===== src/include/srw_pkg.sv =====
// Package for the serial register write port: widths, map and field layout.
// Assumes a single 125 MHz system clock domain.
`default_nettype none
package srw_pkg;
    localparam int ADDR_W = 12;
    localparam int DATA_W = 28;
    localparam int FRAME_BITS = ADDR_W + DATA_W;
    localparam int CNT_W = 6;
    localparam logic [11:0] FIXED_LAST = 12'h0ff;
    localparam logic [11:0] CFG_BASE = 12'h800;
    localparam logic [11:0] COUNTS_ADDR = 12'h028;
    localparam logic [11:0] PAT_SPAN = 12'h030;
    localparam logic [11:0] SEQ_SPAN = 12'h028;
    localparam logic [11:0] FLD_SPAN = 12'h010;
    localparam int PAT_LSB = 0;
    localparam int SEQ_LSB = 8;
    localparam int CNT_FLD_W = 8;
    localparam logic [27:0] COUNTS_RESET = 28'h0000000;
    localparam int SYNC_STAGES = 2;
    typedef enum logic [1:0] {
        SRW_RGN_FIXED,
        SRW_RGN_PAT,
        SRW_RGN_SEQ,
        SRW_RGN_FLD
    } srw_region_t;
    typedef struct packed {
        logic        valid;
        logic [11:0] addr;
        logic [27:0] data;
    } srw_write_t;
    typedef struct packed {
        srw_region_t region;
        logic        mapped;
        logic [11:0] offset;
    } srw_decode_t;
endpackage
`default_nettype wire


===== src/hw/srw_pending.sv =====
// Holds one frame-synchronised write until vertical sync falls.
// Assumes the write pulse and the sync fall are on clk_in.
`timescale 1ns/1ps
`default_nettype none
module srw_pending (
    // Clock and control
    input  wire logic                clk_in,
    input  wire logic                sys_rst_in,
    input  wire logic                ce_in,
    // Write in, fall event
    input  wire srw_pkg::srw_write_t wr_in,
    input  wire logic                vsync_fall_in,
    // Applied write
    output srw_pkg::srw_write_t      apply_out
);
    srw_pkg::srw_write_t hold_reg;
    srw_pkg::srw_write_t apply_reg;
    // Last write before the fall wins; a write in the fall cycle is applied
    always_ff @(posedge clk_in) begin
        if (sys_rst_in) begin
            hold_reg  <= '0;
            apply_reg <= '0;
        end else if (ce_in) begin
            apply_reg.valid <= 1'b0;
            if (vsync_fall_in && (hold_reg.valid || wr_in.valid)) begin
                apply_reg <= wr_in.valid ? wr_in : hold_reg; // RL17
                hold_reg  <= '0;
            end else if (wr_in.valid) begin
                hold_reg <= wr_in;
            end
        end
    end
    assign apply_out = apply_reg;
endmodule // srw_pending
`default_nettype wire


===== src/hw/srw_port.sv =====
// Serial register write port: shifter, map decode, counts register.
// Assumes serial pins asynchronous; clock-enable gates all state.
`timescale 1ns/1ps
`default_nettype none
// Behaviour
// RL1 - Each write is a 12-bit address then a 28-bit data word.
// RL2 - Address and data arrive least significant bit first.
// RL3 - A single write is 40 bits under a low load strobe.
// RL4 - Host pads unused upper data bits with zeros.
// RL5 - Strobe ending early leaves the target register unchanged.
// RL6 - Further whole words go to the next higher address.
// RL7 - Continuous writes may start at any address.
// RL8 - Host keeps strobe low until the last word is in.
// RL9 - Fixed area 0x00-0xFF, configurable area from 0x800.
// RL10 - Register 0x28 holds group and sequence counts setting boundaries.
// RL11 - Pattern groups start at 0x800, 48 addresses each.
// RL12 - Sequences start after groups, 40 addresses each.
// RL13 - Fields start after sequences, 16 addresses each.
// RL14 - The three regions are packed with no gaps.
// RL15 - Host avoids undefined fixed addresses.
// RL16 - Immediate registers update when the final data bit arrives.
// RL17 - Frame registers apply at the next vertical sync fall.
// RL18 - Sample on serial clock rise while strobe low; rise ends.
// RL19 - Address precedes data; counter clears when strobe high.
module srw_port (
    // Clock, reset, enable
    input  wire logic        clk_in,
    input  wire logic        sys_rst_in,
    input  wire logic        ce_in,
    // Serial pins
    input  wire logic        sclk_in,
    input  wire logic        sdata_in,
    input  wire logic        load_strobe_n_in,
    // Vertical sync pin
    input  wire logic        vertical_sync_in,
    // Selects frame-synchronised class for the current write
    input  wire logic        frame_class_in,
    // Immediate and frame-synchronised writes out
    output logic             imm_valid_out,
    output logic [11:0]      imm_addr_out,
    output logic [27:0]      imm_data_out,
    output logic             frm_valid_out,
    output logic [11:0]      frm_addr_out,
    output logic [27:0]      frm_data_out,
    // Decoded region of the last write
    output logic [1:0]       region_out,
    output logic             mapped_out,
    output logic [11:0]      offset_out,
    // Counts register and region starts
    output logic [27:0]      counts_out,
    output logic [11:0]      seq_base_out,
    output logic [11:0]      fld_base_out
);
    logic [2:0] pins_sync;
    logic       sclk_s;
    logic       sdata_s;
    logic       strobe_n_s;
    logic       sclk_d_reg;
    logic       vs_sync_reg;
    logic       vs_meta_reg;
    logic       vs_d_reg;
    logic       sclk_rise;
    logic       vs_fall;
    logic [5:0] bit_cnt_reg;
    logic       in_data_reg;
    logic [11:0] addr_reg;
    logic [27:0] shift_reg;
    logic [27:0] counts_reg;
    logic [27:0] word_next;
    logic        word_done;
    srw_pkg::srw_write_t wr_now;
    srw_pkg::srw_write_t frm_wr;
    srw_pkg::srw_write_t frm_apply;
    srw_pkg::srw_decode_t dec_reg;

    // Region start for a count times a span
    function automatic logic [11:0] span_of(input logic [7:0] n, input logic [11:0] span);
        logic [19:0] p;
        p = 20'(n) * 20'(span);
        return p[11:0];
    endfunction

    // Classify an address against the configurable layout
    function automatic srw_pkg::srw_decode_t decode(input logic [11:0] a, input logic [11:0] sb,
                                                    input logic [11:0] fb);
        srw_pkg::srw_decode_t d;
        d = '0;
        if (a <= srw_pkg::FIXED_LAST) begin // RL9
            d.region = srw_pkg::SRW_RGN_FIXED;
            d.mapped = 1'b1;
            d.offset = a;
        end else if (a >= srw_pkg::CFG_BASE && a < sb) begin // RL11
            d.region = srw_pkg::SRW_RGN_PAT;
            d.mapped = 1'b1;
            d.offset = a - srw_pkg::CFG_BASE;
        end else if (a >= sb && a < fb) begin // RL12
            d.region = srw_pkg::SRW_RGN_SEQ;
            d.mapped = 1'b1;
            d.offset = a - sb;
        end else if (a >= fb) begin // RL13
            d.region = srw_pkg::SRW_RGN_FLD;
            d.mapped = 1'b1;
            d.offset = a - fb;
        end
        return d;
    endfunction

    srw_sync u_sync (
        .clk_in     (clk_in),
        .sys_rst_in (sys_rst_in),
        .ce_in      (ce_in),
        .raw_in     ({sclk_in, sdata_in, load_strobe_n_in}),
        .sync_out   (pins_sync)
    );
    assign sclk_s     = pins_sync[2];
    assign sdata_s    = pins_sync[1];
    assign strobe_n_s = pins_sync[0];

    // Edge history on synchronised pins only
    always_ff @(posedge clk_in) begin
        if (sys_rst_in) begin
            sclk_d_reg  <= 1'b1;
            vs_meta_reg <= 1'b1;
            vs_sync_reg <= 1'b1;
            vs_d_reg    <= 1'b1;
        end else if (ce_in) begin
            sclk_d_reg  <= sclk_s;
            vs_meta_reg <= vertical_sync_in;
            vs_sync_reg <= vs_meta_reg;
            vs_d_reg    <= vs_sync_reg;
        end
    end
    assign sclk_rise = sclk_s && !sclk_d_reg && !strobe_n_s; // RL18
    assign vs_fall   = vs_d_reg && !vs_sync_reg;

    // Shifting: new bits enter at the top so the first bit lands at bit 0
    assign word_next = {sdata_s, shift_reg[27:1]}; // RL2
    assign word_done = sclk_rise && in_data_reg && bit_cnt_reg == 6'(srw_pkg::DATA_W - 1);

    // Bit counter and address/data phase
    always_ff @(posedge clk_in) begin
        if (sys_rst_in) begin
            bit_cnt_reg <= 6'h00;
            in_data_reg <= 1'b0;
            addr_reg    <= 12'h000;
            shift_reg   <= 28'h0000000;
        end else if (ce_in) begin
            if (strobe_n_s) begin
                bit_cnt_reg <= 6'h00; // RL19
                in_data_reg <= 1'b0;  // RL5
            end else if (sclk_rise) begin
                shift_reg <= word_next;
                if (!in_data_reg) begin
                    addr_reg <= {sdata_s, addr_reg[11:1]}; // RL2
                    if (bit_cnt_reg == 6'(srw_pkg::ADDR_W - 1)) begin // RL1
                        bit_cnt_reg <= 6'h00;
                        in_data_reg <= 1'b1; // RL19
                    end else begin
                        bit_cnt_reg <= bit_cnt_reg + 6'h01;
                    end
                end else if (word_done) begin
                    bit_cnt_reg <= 6'h00; // RL6
                    addr_reg    <= addr_reg + 12'h001; // RL6 RL7
                end else begin
                    bit_cnt_reg <= bit_cnt_reg + 6'h01;
                end
            end
        end
    end

    // Complete word only; a short word never produces a write
    always_comb begin
        wr_now       = '0;
        wr_now.valid = word_done; // RL5 RL16
        wr_now.addr  = addr_reg;
        wr_now.data  = word_next;
        frm_wr       = wr_now;
        frm_wr.valid = word_done && frame_class_in;
    end

    // Immediate write outputs
    always_ff @(posedge clk_in) begin
        if (sys_rst_in) begin
            imm_valid_out <= 1'b0;
            imm_addr_out  <= 12'h000;
            imm_data_out  <= 28'h0000000;
        end else if (ce_in) begin
            imm_valid_out <= word_done && !frame_class_in; // RL16
            if (word_done && !frame_class_in) begin
                imm_addr_out <= wr_now.addr;
                imm_data_out <= wr_now.data;
            end
        end
    end

    srw_pending u_pending (
        .clk_in        (clk_in),
        .sys_rst_in    (sys_rst_in),
        .ce_in         (ce_in),
        .wr_in         (frm_wr),
        .vsync_fall_in (vs_fall),
        .apply_out     (frm_apply)
    );
    assign frm_valid_out = frm_apply.valid;
    assign frm_addr_out  = frm_apply.addr;
    assign frm_data_out  = frm_apply.data;

    // Counts register updates on its word, immediately
    always_ff @(posedge clk_in) begin
        if (sys_rst_in) begin
            counts_reg <= srw_pkg::COUNTS_RESET;
        end else if (ce_in && word_done && addr_reg == srw_pkg::COUNTS_ADDR) begin
            counts_reg <= word_next; // RL10
        end
    end
    assign counts_out = counts_reg;

    // Packed back to back: each start is the previous end
    always_comb begin
        seq_base_out = srw_pkg::CFG_BASE
                     + span_of(counts_reg[srw_pkg::PAT_LSB +: srw_pkg::CNT_FLD_W], srw_pkg::PAT_SPAN); // RL12 RL14
        fld_base_out = seq_base_out
                     + span_of(counts_reg[srw_pkg::SEQ_LSB +: srw_pkg::CNT_FLD_W], srw_pkg::SEQ_SPAN); // RL13 RL14
    end

    // Region of each completed write, held until the next
    always_ff @(posedge clk_in) begin
        if (sys_rst_in) begin
            dec_reg <= '0;
        end else if (ce_in && word_done) begin
            dec_reg <= decode(addr_reg, seq_base_out, fld_base_out); // RL9
        end
    end
    assign region_out = dec_reg.region;
    assign mapped_out = dec_reg.mapped;
    assign offset_out = dec_reg.offset;
endmodule // srw_port
`default_nettype wire


===== src/hw/srw_sync.sv =====
// Two-flop synchroniser for the three serial pins.
// Assumes inputs are asynchronous to clk_in.
`timescale 1ns/1ps
`default_nettype none
module srw_sync (
    // Clock and control
    input  wire logic       clk_in,
    input  wire logic       sys_rst_in,
    input  wire logic       ce_in,
    // Raw and synchronised pins
    input  wire logic [2:0] raw_in,
    output logic      [2:0] sync_out
);
    logic [2:0] meta_reg;
    logic [2:0] sync_reg;
    // First stage feeds only the second stage
    always_ff @(posedge clk_in) begin
        if (sys_rst_in) begin
            meta_reg <= 3'h7;
            sync_reg <= 3'h7;
        end else if (ce_in) begin
            meta_reg <= raw_in;
            sync_reg <= meta_reg;
        end
    end
    assign sync_out = sync_reg;
endmodule // srw_sync
`default_nettype wire


===== config.mk =====
export PLATFORM = sky130hd
export DESIGN_NAME = srw_port
export DESIGN_NICKNAME = d
export VERILOG_FILES = /design/src/include/srw_pkg.sv /design/src/hw/srw_pending.sv /design/src/hw/srw_port.sv /design/src/hw/srw_sync.sv
export SDC_FILE = /design/constraint.sdc
export NUM_CORES = 1
export LEC_CHECK = 0
export CAP_MARGIN = 20
export CORE_MARGIN = 2
export CORE_UTILIZATION = 30
export CTS_BUF_LIST = sky130_fd_sc_hd__clkbuf_4 sky130_fd_sc_hd__clkbuf_8
export DETAILED_ROUTE_END_ITERATION = 7
export DONT_BUFFER_PORTS = 1
export MAX_ROUTING_LAYER = met4
export SKIP_LAST_GASP = 1
export SLEW_MARGIN = 20
export SYNTH_ARGS = -nofsm -noshare
export SYNTH_HDL_FRONTEND = slang
export SYNTH_SLANG_ARGS = --single-unit

===== constraint.sdc =====
create_clock -name clk_in -period 5.43 [get_ports clk_in]
set_input_delay 0.543 -clock clk_in [delete_from_list [all_inputs] [get_ports clk_in]]
set_output_delay 0.543 -clock clk_in [all_outputs]
set_load 0.03 [all_outputs]

After elaboration in Yosys (flattened, before gate mapping)
Cells that the tools add are included.
{"block": "totals", "reg_bits": 223, "in_bits": 8, "out_inout_bits": 149, "elab_cells": 84}
{"block": "op_classes", "add_sub_neg": 7, "multipliers": 2, "n_lt_le_gt_ge": 6, "eq_ne": 4, "muxes": 18, "n_bitwise": 1, "reduce_logical": 23}
{"cell": "$mux W41", "count": 3}
{"cell": "$mux W15", "count": 4}
{"cell": "$mux W6", "count": 5}
{"cell": "$ge A12 B12 Y1", "count": 2}
{"cell": "$lt A12 B12 Y1", "count": 2}
{"cell": "$mux W12", "count": 2}
{"cell": "$sub A12 B12 Y12", "count": 2}
{"cell": "$add A12 B1 Y12 const B", "count": 1}
{"cell": "$add A12 B12 Y12", "count": 1}
{"cell": "$add A12 B12 Y12 const A", "count": 1}
{"cell": "$eq A12 B6 Y1 const B", "count": 1}
{"cell": "$ge A12 B12 Y1 const B", "count": 1}
{"cell": "$le A12 B8 Y1 const B", "count": 1}
{"cell": "$logic_and A1 B1 Y1", "count": 12}
{"cell": "$sub A12 B12 Y12 const B", "count": 1}
{"cell": "$mul A8 B3 Y9 const B", "count": 1}
{"cell": "$mul A8 B2 Y8 const B", "count": 1}
{"cell": "$add A6 B1 Y6 const B", "count": 1}
{"cell": "$eq A6 B4 Y1 const B", "count": 1}
{"cell": "$eq A6 B5 Y1 const B", "count": 1}
{"cell": "$reduce_and A2 Y1", "count": 3}
{"cell": "$logic_not A1 Y1", "count": 4}
{"cell": "$mux W1", "count": 4}
{"cell": "$reduce_and A4 Y1", "count": 1}
{"cell": "other kinds (5)", "count": 5}

Logic depth before layout (Yosys ltp)
Gate-level depths: netlist of the first run.
{"block": "logic_depth", "depth_word": 9, "depth_mapped": 20, "ltp_nobuf": 20}

Modules after synthesis
A second synthesis of the first run with hierarchy kept.
{"block": "hier_totals", "hier_cells": 1147, "hier_area_um2": 10447.5}
{"mod": "srw_port", "instances": 1, "cells_per_inst": 849, "area_per_inst_um2": 6936.7, "seq_area_each_um2": 2682.6}
{"mod": "srw_pending", "instances": 1, "cells_per_inst": 279, "area_per_inst_um2": 3278.1, "seq_area_each_um2": 1641.6}
{"mod": "srw_sync", "instances": 1, "cells_per_inst": 19, "area_per_inst_um2": 232.7, "seq_area_each_um2": 120.1}

Worst setup path after synthesis of the first run
No wires, ideal clock.
{"block": "synth_timing", "kind": "register to register", "from": "register counts_reg[0] (netlist: counts_out[0])", "to": "register dec_reg, in the netlist offset_out[4]", "setup_time_ns": 0.069, "t_arrival_ns": 4.888, "required_time_ns": 5.361, "path_slack_ns": 0.473, "stages_incl_launch_ff": 20, "path_buffers": 0, "synth_period_minus_slack_ns": 4.957, "cell_sequence": "dfxtp_1 -> ha_1 -> inv_1 -> fa_1 -> nor2b_1 -> o21ai_0 -> nand2b_1 -> xor2_1 -> ha_1 -> xor2_1 -> inv_1 -> ha_1 -> and2_1 -> nand3_1 -> o21bai_1 -> o21bai_1 -> nor2_1 -> a211oi_4 -> a221oi_1 -> o21ai_1"}
{"block": "synth_via", "elab_chain_len": 8, "elab_cells_between_ends": 15, "cone_classes": "add/sub (4); mul (1); order compare (4); mux (4); reduce/logical (2)"}
{"element": "start, declared", "line": "srw_port.sv:68", "source": "logic [27:0] counts_reg;"}
{"element": "start signal, assigned", "line": "srw_port.sv:211", "source": "counts_reg <= srw_pkg::COUNTS_RESET;"}
{"element": "start signal, assigned", "line": "srw_port.sv:213", "source": "counts_reg <= word_next;"}
{"element": "$mul A8 B2 Y8 (*)", "line": "srw_port.sv:79", "source": "p = 20'(n) * 20'(span);"}
{"element": "$add A12 B12 Y12 (*)", "line": "srw_port.sv:221", "source": "+ span_of(counts_reg[srw_pkg::PAT_LSB +: srw_pkg::CNT_FLD_W], srw_pkg::PAT_SPAN);"}
{"element": "named net seq_base_out[9]", "line": "srw_port.sv:51", "source": "output logic [11:0] seq_base_out,"}
{"element": "$add A12 B12 Y12 (*)", "line": "srw_port.sv:223", "source": "+ span_of(counts_reg[srw_pkg::SEQ_LSB +: srw_pkg::CNT_FLD_W], srw_pkg::SEQ_SPAN);"}
{"element": "named net fld_base_out[9]", "line": "srw_port.sv:52", "source": "output logic [11:0] fld_base_out"}
{"element": "$ge A12 B12 Y1 / $lt A12 B12 Y1 (equally long branches)", "line": "srw_port.sv:100, srw_port.sv:96"}
{"element": "$mux W15 / $logic_and A1 B1 Y1 (equally long branches)", "line": "srw_port.sv:100, srw_port.sv:96"}
{"element": "$mux W15 (*)", "line": "srw_port.sv:96", "source": "end else if (a >= sb && a < fb) begin"}
{"element": "$mux W15 (*)", "line": "srw_port.sv:92", "source": "end else if (a >= srw_pkg::CFG_BASE && a < sb) begin"}
{"element": "$mux W15 (*)", "line": "srw_port.sv:88", "source": "if (a <= srw_pkg::FIXED_LAST) begin"}
{"element": "end signal, assigned", "line": "srw_port.sv:231", "source": "dec_reg <= decode(addr_reg, seq_base_out, fld_base_out);"}
{"element": "end, declared", "line": "srw_port.sv:74", "source": "srw_pkg::srw_decode_t dec_reg;"}
The timed path passes the listed nets; every way through them passes the cells marked *.
A chain may end at the register's enable or synchronous reset.

Worst setup path after layout of the first run
{"block": "layout_timing", "from": "register counts_reg[2] (netlist: counts_out[2])", "to": "register dec_reg, in the netlist offset_out[6]"}
{"block": "layout_via", "elab_chain_len": 8, "elab_cells_between_ends": 15, "cone_classes": "add/sub (4); mul (1); order compare (4); mux (4); reduce/logical (2)"}
{"element": "$mul A8 B2 Y8 (*)", "line": "srw_port.sv:79"}
{"element": "$add A12 B12 Y12 (*)", "line": "srw_port.sv:221"}
{"element": "named net seq_base_out[11]", "line": "srw_port.sv:51"}
{"element": "$add A12 B12 Y12", "line": "srw_port.sv:223"}
{"element": "$ge A12 B12 Y1 / $lt A12 B12 Y1 (equally long branches)", "line": "srw_port.sv:100, srw_port.sv:96"}
{"element": "$mux W15 / $logic_and A1 B1 Y1 (equally long branches)", "line": "srw_port.sv:100, srw_port.sv:96"}
{"element": "$mux W15", "line": "srw_port.sv:96"}
{"element": "$mux W15 (*)", "line": "srw_port.sv:92"}
{"element": "$mux W15 (*)", "line": "srw_port.sv:88"}
Marked as above.

==> summary.md, run 1 <==
| Metric | Value |
|---|---|
| Status | finished, final reports clean |
| Hold Path Stages | 1 |
| Port Buf Inserts | 0 |
| CP arrival | between 5 and 6 ns |
| Multi-input combinational cell area | about 0.0055 sq mm |
| Mapped Cells | 1314 |
| Post-CTS Setup Repair Bufs | 0 |
| R2r setup slk | about 0.54 ns |
| Yosys reg bits | ~220 |
| Hold_buf cts | 0 |
| Layout cells sized above 1 | under 10% |
| Synth top cells by count | nand2_1 (315), dfxtp_1 (222), a21oi_1 (129), nor2_1 (121), clkbuf_1 (82) |
| GR Overflow Total | 0 |
| Synth Cell Area | 0.0105 sq mm |
| Final ANT Viol Nets | 0 |
| FF+latch area | about 0.0044 sq mm |
| First-pass GRT wire length | 50.8 mm |
| Core area | 0.0345 sq mm |
| Final Hold Viols | 0 |
| RSZ-0062 raised after global routing | false |
| Starting Density | just over 30% |
| Synth cell types | 75 |
| Setup crit start kind | flop |
| Worst Path Buf+Inv | 0 |
| Cell taking the most area after synthesis | dfxtp_1 |
| Setup_tns | 0 ns |
| CTS Root Cell | clkbuf_8 |
| ANT cells | 0 |
| Number of global-route vias before repair | approximately 8600 |
| Worst-path clk slew | roughly 0.060 ns |
| MaxCap Viol Count | 0 |
| Endpoint, Worst Hold | counts_out[16] |
| Post-route worst setup slack | about 0.54 ns |
| Final min period | around 5 ns |
| H-tree levels | 2 |
| DRC | 0 |
| Slew Limit Fails | 0 |
| Fin crit share | between 90% and 100% |
| CTS resizes | 0 |
| Drt pass-1 iters | 5 |
| Clk_skew | ~0.03 ns |
| Final nets | between 1000 and 1500 |
| Post-synth top area share | 42.2% |
| Worst r2r src | counts_out[2] |
| Prevailing post-synth register cell | dfxtp_1 |
| HP Start | sys_rst_in |
| Filler cells | around 3700 |
| Post-layout util | ~34% |
| Worst hold path class | in2reg |
| Worst path cell trace | ha_1 > nor2b_1 > o21ai_0 > nand2b_1 > a21o_1 > a21o_1 > xnor2_1 > xnor2_1 > xnor2_1 > ha_1 > a21oi_1 > o21ai_0 > o21bai_1 > nor2_1 > a21oi_1 > a311oi_1 > o21ai_0 |
| Power, Total | approximately 3.4 mW |
| RR Endpoint | offset_out[6] |
| Crit-path slowest cell | xnor2_1 |
| Std-Cell Rows | 68 |
| Die span in x | approximately 190 um |
| Critical setup path kind | reg2reg |
| F_max | 204 MHz |
| Crit-path max cell delay | approximately 0.7 ns |
| Worst-margin pin slew | about 0.98 ns |
| Post-synth EDFFs | 0 |
| Async set-reset flop share out of synthesis | 0% |
| Place WS | between 0.5 and 0.6 ns |
| Chip height | 191 um |
| Endpoint class of the critical path | flop |
| Maximum root-to-sink buffer count | 3 |
| Slew HR | 34.6% |
| Total vias in the final route | about 9000 |
| Count leader, synth | nand2_1 |
| Avg Inst Size Synth | about 8 sq um |
| Setup violations, final | 0 |
| Worst skew pair latency | 0.56 ns |
| Initial DRC Count | ~620 |
| Worst Path Required | approximately 6 ns |
| CTS buffer count | 42 |
| Avg Vias per Cell | ~5.2 |
| Register area share after synthesis | between 40% and 50% |
| Initial antenna violation count | 0 |
| CTS tree | built |
| Lkg Pwr | 4.18 nW |
| GPL Wtd Cong | roughly 0.95 |
| Final wirelength | roughly 33 mm |
| Post-DR wirelength/cell | 18.7 um |
| Die area | 0.0366 sq mm |
| Detail Placement HPWL | about 22 mm |
| Worst Path Max Fanout | 5 |
| Peak VDD IR | about 0.15 mV |
| R2R cell count | 17 |
| Largest net degree at the start of global routing | 214 |
| CTS sink cnt | between 200 and 250 |
| Synth warn | 0 |
| Top Ports | ~160 |
| Synth top area cells | dfxtp_1 (42%), nand2_1 (11%), a21oi_1 (6.1%), ha_1 (5.0%), nor2_1 (4.3%) |
| Overall Global Routing Usage | ~18% |
| Area growth, synth to finish | 12.0% |
| Pwr Density | between 200 and 300 mW/mm^2 |
| Delay-heaviest family, CP | compound AO/OA/AOI/OAI gates |
## per-stage QoR
stage	cells	hold WS (ns)	instance area [sq um]
final	1768	0.0651	11800
after floorplan	1320	0.425	10600
after global routing	1768	0.0122	11800
after global placement	1692	0.443	10900
after CTS	1767	0.0144	11800
after detailed placement	1692	0.446	10900
## kinds of logic (layout without fill, tap and decap cells)
logic type,after synthesis,after routing,share of synthesized area (%)
buffers and inverters,146,139,5.67
AO/OA/AOI/OAI,333,333,21.4
flip-flops,222,222,42.2
adder cells (fa/ha/maj),49,49,6.14
multiplexers,5,5,0.475
other,1,7,0.0356
AND/OR/NAND/NOR,525,525,21.1
XOR/XNOR,33,33,3.00
## area by class of cell
cell class | count | share of cell area [%]
multi-input cells | 952 | 47.0
flip-flops and latches | 222 | 37.7
clock buffers | 67 | 7.02
well taps | 455 | 4.82
repair buffers | 20 | 1.44
inverters | 44 | 1.40
clock inverters | 8 | 0.647
## how the worst max path moves through the flow
stage | startpoint | to | slack (ns) | cells after the start
2_1_floorplan | counts_out[0] | offset_out[4] | 0.47 | 19
3_3_place_gp | counts_out[2] | offset_out[6] | 0.61 | 17
3_5_place_dp | counts_out[2] | offset_out[6] | 0.57 | 17
4_1_cts | counts_out[2] | offset_out[6] | 0.52 | 17
5_1_grt | counts_out[2] | offset_out[6] | 0.14 | 17
6_report | counts_out[2] | offset_out[6] | 0.54 | 17
## per-layer routing
metal | GRT usage [%] | vias up | wire (um)
li1 | - | 4465 | -
met1 | 23.4 | 4436 | 14800
met2 | 27.6 | 270 | 14900
met3 | 5.40 | 59 | 2560
met4 | 5.77 | 0 | 791
met5 | - | - | 0
## cells in the final DEF, fill, tap and decap left out, types with 4 or more instances in the layout
cell      instances
o22ai_1           4
a211o_1          10
buf_4            19
o21ai_1           9
nor2_1          119
nand3_1           8
or3_1             9
clkinv_2          4
mux2i_1           5
clkbuf_4         15
inv_1            43
a221oi_1          5
xor2_1           11
dfxtp_1         222
a21o_1           10
or2_2             4
a311oi_1         42
and2_1            4
a31oi_1           4
conb_1            7
nor2b_1          18
nor3_1           11
a21oi_1         128
fa_1              5
ha_1             42
nand2b_1          4
a211oi_1         11
nand2_1         315
clkbuf_8         52
o21ai_0          31
nor4_1            4
xnor2_1          20
a22oi_1          43
nand4_1           4
## where the power goes
group / total, mW / internal (mW) / switching [mW]
clock: 1.74 / 1.02 / 0.729
sequential: 1.64 / 1.64 / 0.00821
combinational: 0.0473 / 0.0178 / 0.0295
total: 3.44 / 2.67 / 0.767
Note: power is estimated with default switching activity, not from simulation.
==> inputs of run 2 (changes only) <==
--- a/config.mk
+++ b/config.mk
@@ -5,6 +5,7 @@
 export SDC_FILE = /design/constraint.sdc
 export NUM_CORES = 1
 export LEC_CHECK = 0
+export ABC_AREA = 1
 export CAP_MARGIN = 20
 export CORE_MARGIN = 2
 export CORE_UTILIZATION = 30
==> run 2 against run 1 <==
  * Critical path depth grew 6
  * Sequential power about the same
  * Global-route usage decreased by 0.71 points
  * Critical endpoint is now offset_out[3]
==> summary.md, run 2 <==
| Metric | Value |
|---|---|
| Synth warn | 0 |
| Crit-path max cell delay | between 0.5 and 0.6 ns |
| CTS sink cnt | around 220 |
| Async set-reset flop share out of synthesis | 0% |
| Slew HR | about a third |
| Hold Path Stages | 1 |
| Critical setup path kind | reg2reg |
| DRC | 0 |
| XOR/XNOR Fraction of Synth Area | ~2.6% |
| CTS resizes | 0 |
| Worst skew pair latency | 0.55 ns |
| Initial DRC Count | 613 |
| Setup_tns | 0 ns |
| Hold_buf cts | 0 |
| R2r setup slk | roughly 0.8 ns |
| Lkg Pwr | between 4 and 5 nW |
| Largest family of logic cells by synthesized area | compound AO/OA/AOI/OAI gates |
| H-tree levels | 2 |
| Clk_skew | ~0.022 ns |
| Worst path cell trace | ha_1 > inv_1 > fa_1 > xnor2_1 > buf_4 > ha_1 > nand2_1 > o21ai_0 > a31o_2 > a21oi_1 > or2_2 > nand2_1 > inv_1 > ha_1 > nand4_1 > o21ai_2 > clkinv_1 > nand2_2 > nand2_1 > nand2_1 > nand3_1 > nand2_1 > inv_1 |
| Prevailing post-synth register cell | dfxtp_1 |
| GR Overflow Total | 0 |
| Synth top area cells | dfxtp_1 (42%), a21oi_1 (11%), nand2_1 (11%), o21ai_0 (7.6%), ha_1 (5.0%) |
| Synth Cell Area | about 0.010 sq mm |
| Final ANT Viol Nets | 0 |
| HP Start | sys_rst_in |
| First-pass GRT wire length | around 50 mm |
| Final Instance Count excl. Fillers | about 1900 |
| Top Ports | between 150 and 200 |
| Initial antenna violation count | 0 |
| Worst r2r src | counts_out[1] |
| Fin crit share | 85.3% |
| Post-CTS Setup Repair Bufs | 0 |
| Final Hold Viols | 0 |
| Pwr Density | 292 mW/mm^2 |
| Worst Path Required | 5.88 ns |
| Drt pass-1 iters | 5 |
| Most frequent CP cell | nand2_1 |
| Endpoint class of the critical path | flop |
| Peak VDD IR | between 0.15 and 0.2 mV |
| MaxCap Viol Count | 0 |
| Status | finished, final reports clean |
| Placed cell count | between 1500 and 2000 |
| Most common cell after layout, fill and taps aside | nand2_1 |
| Yosys reg bits | approximately 220 |
| Chip height | about 190 um |
| Area growth, synth to finish | 10.4% |
| F_max | around 220 MHz |
| Maximum root-to-sink buffer count | 3 |
| CTS buffer count | 40 |
| Endpoint, Worst Hold | u_pending.apply_out[4] |
| Synth cell types | just over 50 |
| CTS Root Cell | clkbuf_8 |
| Worst-path clk slew | roughly 0.060 ns |
| Mapped Cells | between 1000 and 1500 |
| Mux cell area share after synthesis | 0% |
| Filler cells | around 3700 |
| Avg Vias per Cell | roughly 4.9 |
| Std-Cell Rows | 68 |
| Post-DR wirelength/cell | around 17 um |
| Detail Placement HPWL | roughly 21 mm |
| R2R cell count | 23 |
| Slew Limit Fails | 0 |
| Synth top cells by count | nand2_1 (299), a21oi_1 (235), dfxtp_1 (222), o21ai_0 (160), inv_1 (113) |
| Total vias in the final route | around 9000 |
| Post-synth EDFFs | 0 |
| CP arrival | about 5 ns |
| FF+latch area | about 0.0044 sq mm |
| Register area share after synthesis | between 40% and 50% |
| Overall Global Routing Usage | 17.6% |
| Final min period | roughly 4.6 ns |
| Post-synth top area share | 42.4% |
| Synth Area in Adders | slightly below 6% |
| Worst-margin pin slew | 1.02 ns |
| Most frequent cells in the layout | nand2_1 (299), a21oi_1 (235), dfxtp_1 (222), o21ai_0 (160), inv_1 (112) |
| Core area | roughly 0.034 sq mm |
| Starting Density | slightly above 30% |
| Crit-path slowest cell | dfxtp_1 |
| Port Buf Inserts | 0 |
| Final nets | approximately 1400 |
| Final wirelength | ~31 mm |
| Count leader, synth | nand2_1 |
| Post-Synth Simple-Gate Area | around a fifth |
| Avg Inst Size Synth | between 7 and 8 sq um |
| RSZ-0062 raised after global routing | false |
| ANT cells | 0 |
| GPL Wtd Cong | 0.865 |
| Number of global-route vias before repair | approximately 8700 |
| Post-synthesis compound-gate area fraction | 21.3% |
| RR Endpoint | offset_out[3] |
| Setup crit start kind | flop |
| Die area | 0.0365 sq mm |
| Cell taking the most area after synthesis | dfxtp_1 |
| Largest net degree at the start of global routing | between 100 and 150 |
| Layout cells sized above 1 | between 8 and 9% |
| Post-layout util | 33.6% |
| Worst hold path class | in2reg |
| Multi-input combinational cell area | roughly 0.0052 sq mm |
| Setup violations, final | 0 |
| Worst Path Max Fanout | 11 |
| Die span in x | between 150 and 200 um |
| CTS tree | built |
| Smallest hold slack | around 0.059 ns |
==> run 2: report_power, final <==
group | switching [mW] | internal, mW
clock network | 0.725 | 0.923
logic | 0.0646 | 0.0208
registers | 0.00689 | 1.64
==> run 2: cell families after synthesis <==
| family | Yosys count |
|---|---|
| XOR/XNOR | 30 |
| flip-flops | 222 |
| buffers and inverters | 214 |
| adder cells (fa/ha/maj) | 47 |
| other | 1 |
| AO/OA/AOI/OAI | 429 |
| AND/OR/NAND/NOR | 459 |
==> run 2: how the worst max path moves through the flow <==
stage | start | end | cells past startpoint
after floorplan | counts_out[0] | offset_out[3] | 23
after global placement | counts_out[1] | offset_out[3] | 23
after detailed placement | counts_out[1] | offset_out[3] | 23
after CTS | counts_out[1] | offset_out[3] | 23
after global routing | counts_out[1] | offset_out[3] | 23
final | counts_out[1] | offset_out[3] | 23
==> run 2: area by class of cell <==
cell class / count / share of cell area [%]
well taps: 455 / 4.92
inverters: 121 / 3.92
repair buffers: 15 / 0.973
multi-input cells: 972 / 44.6
flip-flops and latches: 222 / 38.4
clock buffers: 57 / 6.35
clock inverters: 11 / 0.800
==> run 2: stage by stage <==
stage                     setup slack, ns  power (mW)  instance area (sq um)
after detailed placement            0.830        1.77                  10700
after global routing                0.404        3.52                  11600
final                               0.797        3.38                  11600
after global placement              0.930        1.77                  10700
after CTS                           0.832        3.44                  11600
after floorplan                     0.665        1.77                  10500
==> run 2: critical path: cells and delay by family (launching register included) <==
kind | cells | cell delay (ns)
adder cells (fa/ha/maj) | 4 | 1.40
AND/OR/NAND/NOR | 9 | 1.11
AO/OA/AOI/OAI | 4 | 0.72
XOR/XNOR | 1 | 0.15
flip-flops | 1 | 0.58
buffers and inverters | 5 | 0.56
==> run 2: routing by layer <==
metal / global-route usage, % / wire length [um]
met1: 20.2 / 13100
met2: 28.9 / 15000
met3: 4.66 / 2000
met4: 7.36 / 1170
met5: - / 0
==> inputs of run 3 (changes only) <==
--- a/config.mk
+++ b/config.mk
@@ -7,14 +7,17 @@
 export LEC_CHECK = 0
 export ABC_AREA = 1
 export CAP_MARGIN = 20
+export CELL_PAD_IN_SITES_DETAIL_PLACEMENT = 0
+export CELL_PAD_IN_SITES_GLOBAL_PLACEMENT = 1
 export CORE_MARGIN = 2
 export CORE_UTILIZATION = 30
 export CTS_BUF_LIST = sky130_fd_sc_hd__clkbuf_4 sky130_fd_sc_hd__clkbuf_8
 export DETAILED_ROUTE_END_ITERATION = 7
 export DONT_BUFFER_PORTS = 1
 export MAX_ROUTING_LAYER = met4
+export PLACE_DENSITY_LB_ADDON = 0.1
 export SKIP_LAST_GASP = 1
-export SLEW_MARGIN = 20
+export SLEW_MARGIN = 40
 export SYNTH_ARGS = -nofsm -noshare
 export SYNTH_HDL_FRONTEND = slang
 export SYNTH_SLANG_ARGS = --single-unit
==> run 3 against run 2 <==
  * Clock-buffer cell count rose by 11
  * Sequential power barely moved
  * Global-route usage rose by 1.1 points
  * Register-to-register slack improved by 0.11 ns
  * Total power rose by 1.2%
  * Critical path type unchanged
  * Critical endpoint is now offset_out[7]
  * Cell count rose by 0.43%
  * Die area did not move
  * Largest power group is now clock
  * Wire length rose by 6.9%
==> summary.md, run 3 (synthesis results as in run 2) <==
| Metric | Value |
|---|---|
| Chip height | about 190 um |
| Drt pass-1 iters | 5 |
| RSZ-0062 raised after global routing | false |
| Fin crit share | a little over four fifths |
| Port Buf Inserts | 0 |
| H-tree levels | 2 |
| Std-Cell Rows | ~70 |
| Die span in x | 191 um |
| Initial DRC Count | 456 |
| CTS buffer count | 42 |
| MaxCap Viol Count | 0 |
| Post-layout util | about a third |
| Setup violations, final | 0 |
| Area growth, synth to finish | 10.9% |
| Number of global-route vias before repair | 8697 |
| GPL Wtd Cong | between 0.8 and 0.9 |
| Most frequent cells in the layout | nand2_1 (299), a21oi_1 (235), dfxtp_1 (222), o21ai_0 (160), inv_1 (112) |
| Setup crit start kind | flop |
| Largest net degree at the start of global routing | around 120 |
| Critical setup path kind | reg2reg |
| Die area | between 0.03 and 0.04 sq mm |
| Peak VDD IR | around 0.16 mV |
| DRC | 0 |
| CTS resizes | 0 |
| Crit-path max cell delay | slightly below 0.5 ns |
| Crit-path slowest cell | fa_1 |
| Final min period | 4.53 ns |
| Setup_tns | 0 ns |
| F_max | roughly 220 MHz |
| Initial antenna violation count | 1 |
| Worst hold path class | in2reg |
| Worst-path clk slew | 0.06 ns |
| Slew HR | roughly half |
| Worst Path Max Fanout | 11 |
| Hold_buf cts | 0 |
| Status | finished, final reports clean |
| Post-DR wirelength/cell | roughly 18 um |
| Pwr Density | 294 mW/mm^2 |
| Lkg Pwr | 4.58 nW |
| Post-CTS Setup Repair Bufs | 0 |
| Final Hold Viols | 0 |
| Worst Path Required | 5.90 ns |
| ANT cells | 0 |
| Core area | between 0.03 and 0.04 sq mm |
| Worst-margin pin slew | approximately 0.74 ns |
| First-pass GRT wire length | between 50 and 60 mm |
| Total vias in the final route | 8942 |
| Layout cells sized above 1 | under 10% |
| CTS tree | built |
| CTS Root Cell | clkbuf_8 |
| CTS sink cnt | about 220 |
| Starting Density | just over 30% |
| Worst path cell trace | ha_1 > ha_1 > inv_1 > fa_1 > inv_1 > ha_1 > nand2_1 > o21ai_0 > a31o_2 > a21oi_1 > or2_2 > nand2_1 > inv_1 > ha_1 > nand4_1 > o21ai_2 > clkinv_1 > nand2_2 > nand2_1 > nand3_1 > nand2_1 > a21oi_1 |
| Endpoint class of the critical path | flop |
| Final instance area | 0.0116 sq mm |
| Most common cell after layout, fill and taps aside | nand2_1 |
| Avg Vias per Cell | 4.80 |
| Final wirelength | between 30 and 40 mm |
| Placed inst area | about 0.011 sq mm |
| GR Overflow Total | 0 |
| Slew Limit Fails | 0 |
| Detail Placement HPWL | roughly 23 mm |
| Overall Global Routing Usage | 18.7% |
| Final nets | 1433 |
| Maximum root-to-sink buffer count | 3 |
| Worst skew pair latency | between 0.5 and 0.6 ns |
| Final ANT Viol Nets | 0 |
| Filler cells | 3713 |
| Top Ports | around 160 |
| Clk_skew | 0.0187 ns |
| CP arrival | around 5 ns |
[run 3: cell types whose count changed in the layout (fill, tap and decap cells not counted), sizes merged]
| cell | change |
|---|---|
| buf | +4 |
| bufinv | -1 |
| clkbuf | +11 |
| clkinv | -6 |
[run 3: final timing paths]
kind | start | to | slack (ns) | depth (start not counted)
setup reg to reg | counts_out[11] | offset_out[7] | 0.90 | 22
setup / recovery | counts_out[11] | offset_out[7] | 0.90 | 22
hold / removal | sys_rst_in | u_pending.apply_out[5] | 0.06 | 1
hold reg to reg | u_sync.meta_reg[1] | u_sync.meta_reg[1] | 0.46 | 2
[run 3: report_power, final]
group	leakage, nW	internal, mW	switching (mW)	total [mW]
clock	0.462	0.963	0.722	1.68
combinational	2.32	0.0211	0.0675	0.0886
sequential	1.79	1.64	0.00710	1.65
total	4.58	2.62	0.796	3.42
[run 3: metal layers]
layer,up-vias,global-route usage (%),routed length [um]
met5,-,-,0
li1,4616,-,-
met2,166,31.0,16000
met3,51,4.68,1910
met4,0,5.07,663
met1,4109,22.6,14900
[run 3: worst max-delay path: cells and delay by family (launching register included)]
kind,cells,cell delay (ns)
fa+ha+maj,5,1.69
buf+inv,4,0.38
compound gates,5,0.89
flops,1,0.43
simple gates,8,1.05
[run 3: cell type report]
class | instances | area [sq um] | share of cell area (%)
timing repair buffer | 19 | 143 | 1.23
tap | 455 | 569 | 4.90
clock buffer | 68 | 830 | 7.13
multi-input combinational | 972 | 5160 | 44.4
inverter | 121 | 454 | 3.91
sequential | 222 | 4440 | 38.2
clock inverter | 4 | 27.5 | 0.237
[run 3: metrics by stage]
| step | hold slack, ns | setup slack (ns) | std cells | power, mW |
|---|---|---|---|---|
| 2_1_floorplan | 0.429 | 0.665 | 1408 | 1.77 |
| 3_3_place_gp | 0.442 | 0.954 | 1789 | 1.77 |
| 3_5_place_dp | 0.443 | 0.899 | 1789 | 1.77 |
| 4_1_cts | 0.00855 | 0.892 | 1861 | 3.49 |
| 5_1_grt | 0.0110 | 0.462 | 1861 | 3.57 |
| 6_report | 0.0637 | 0.905 | 1861 | 3.42 |
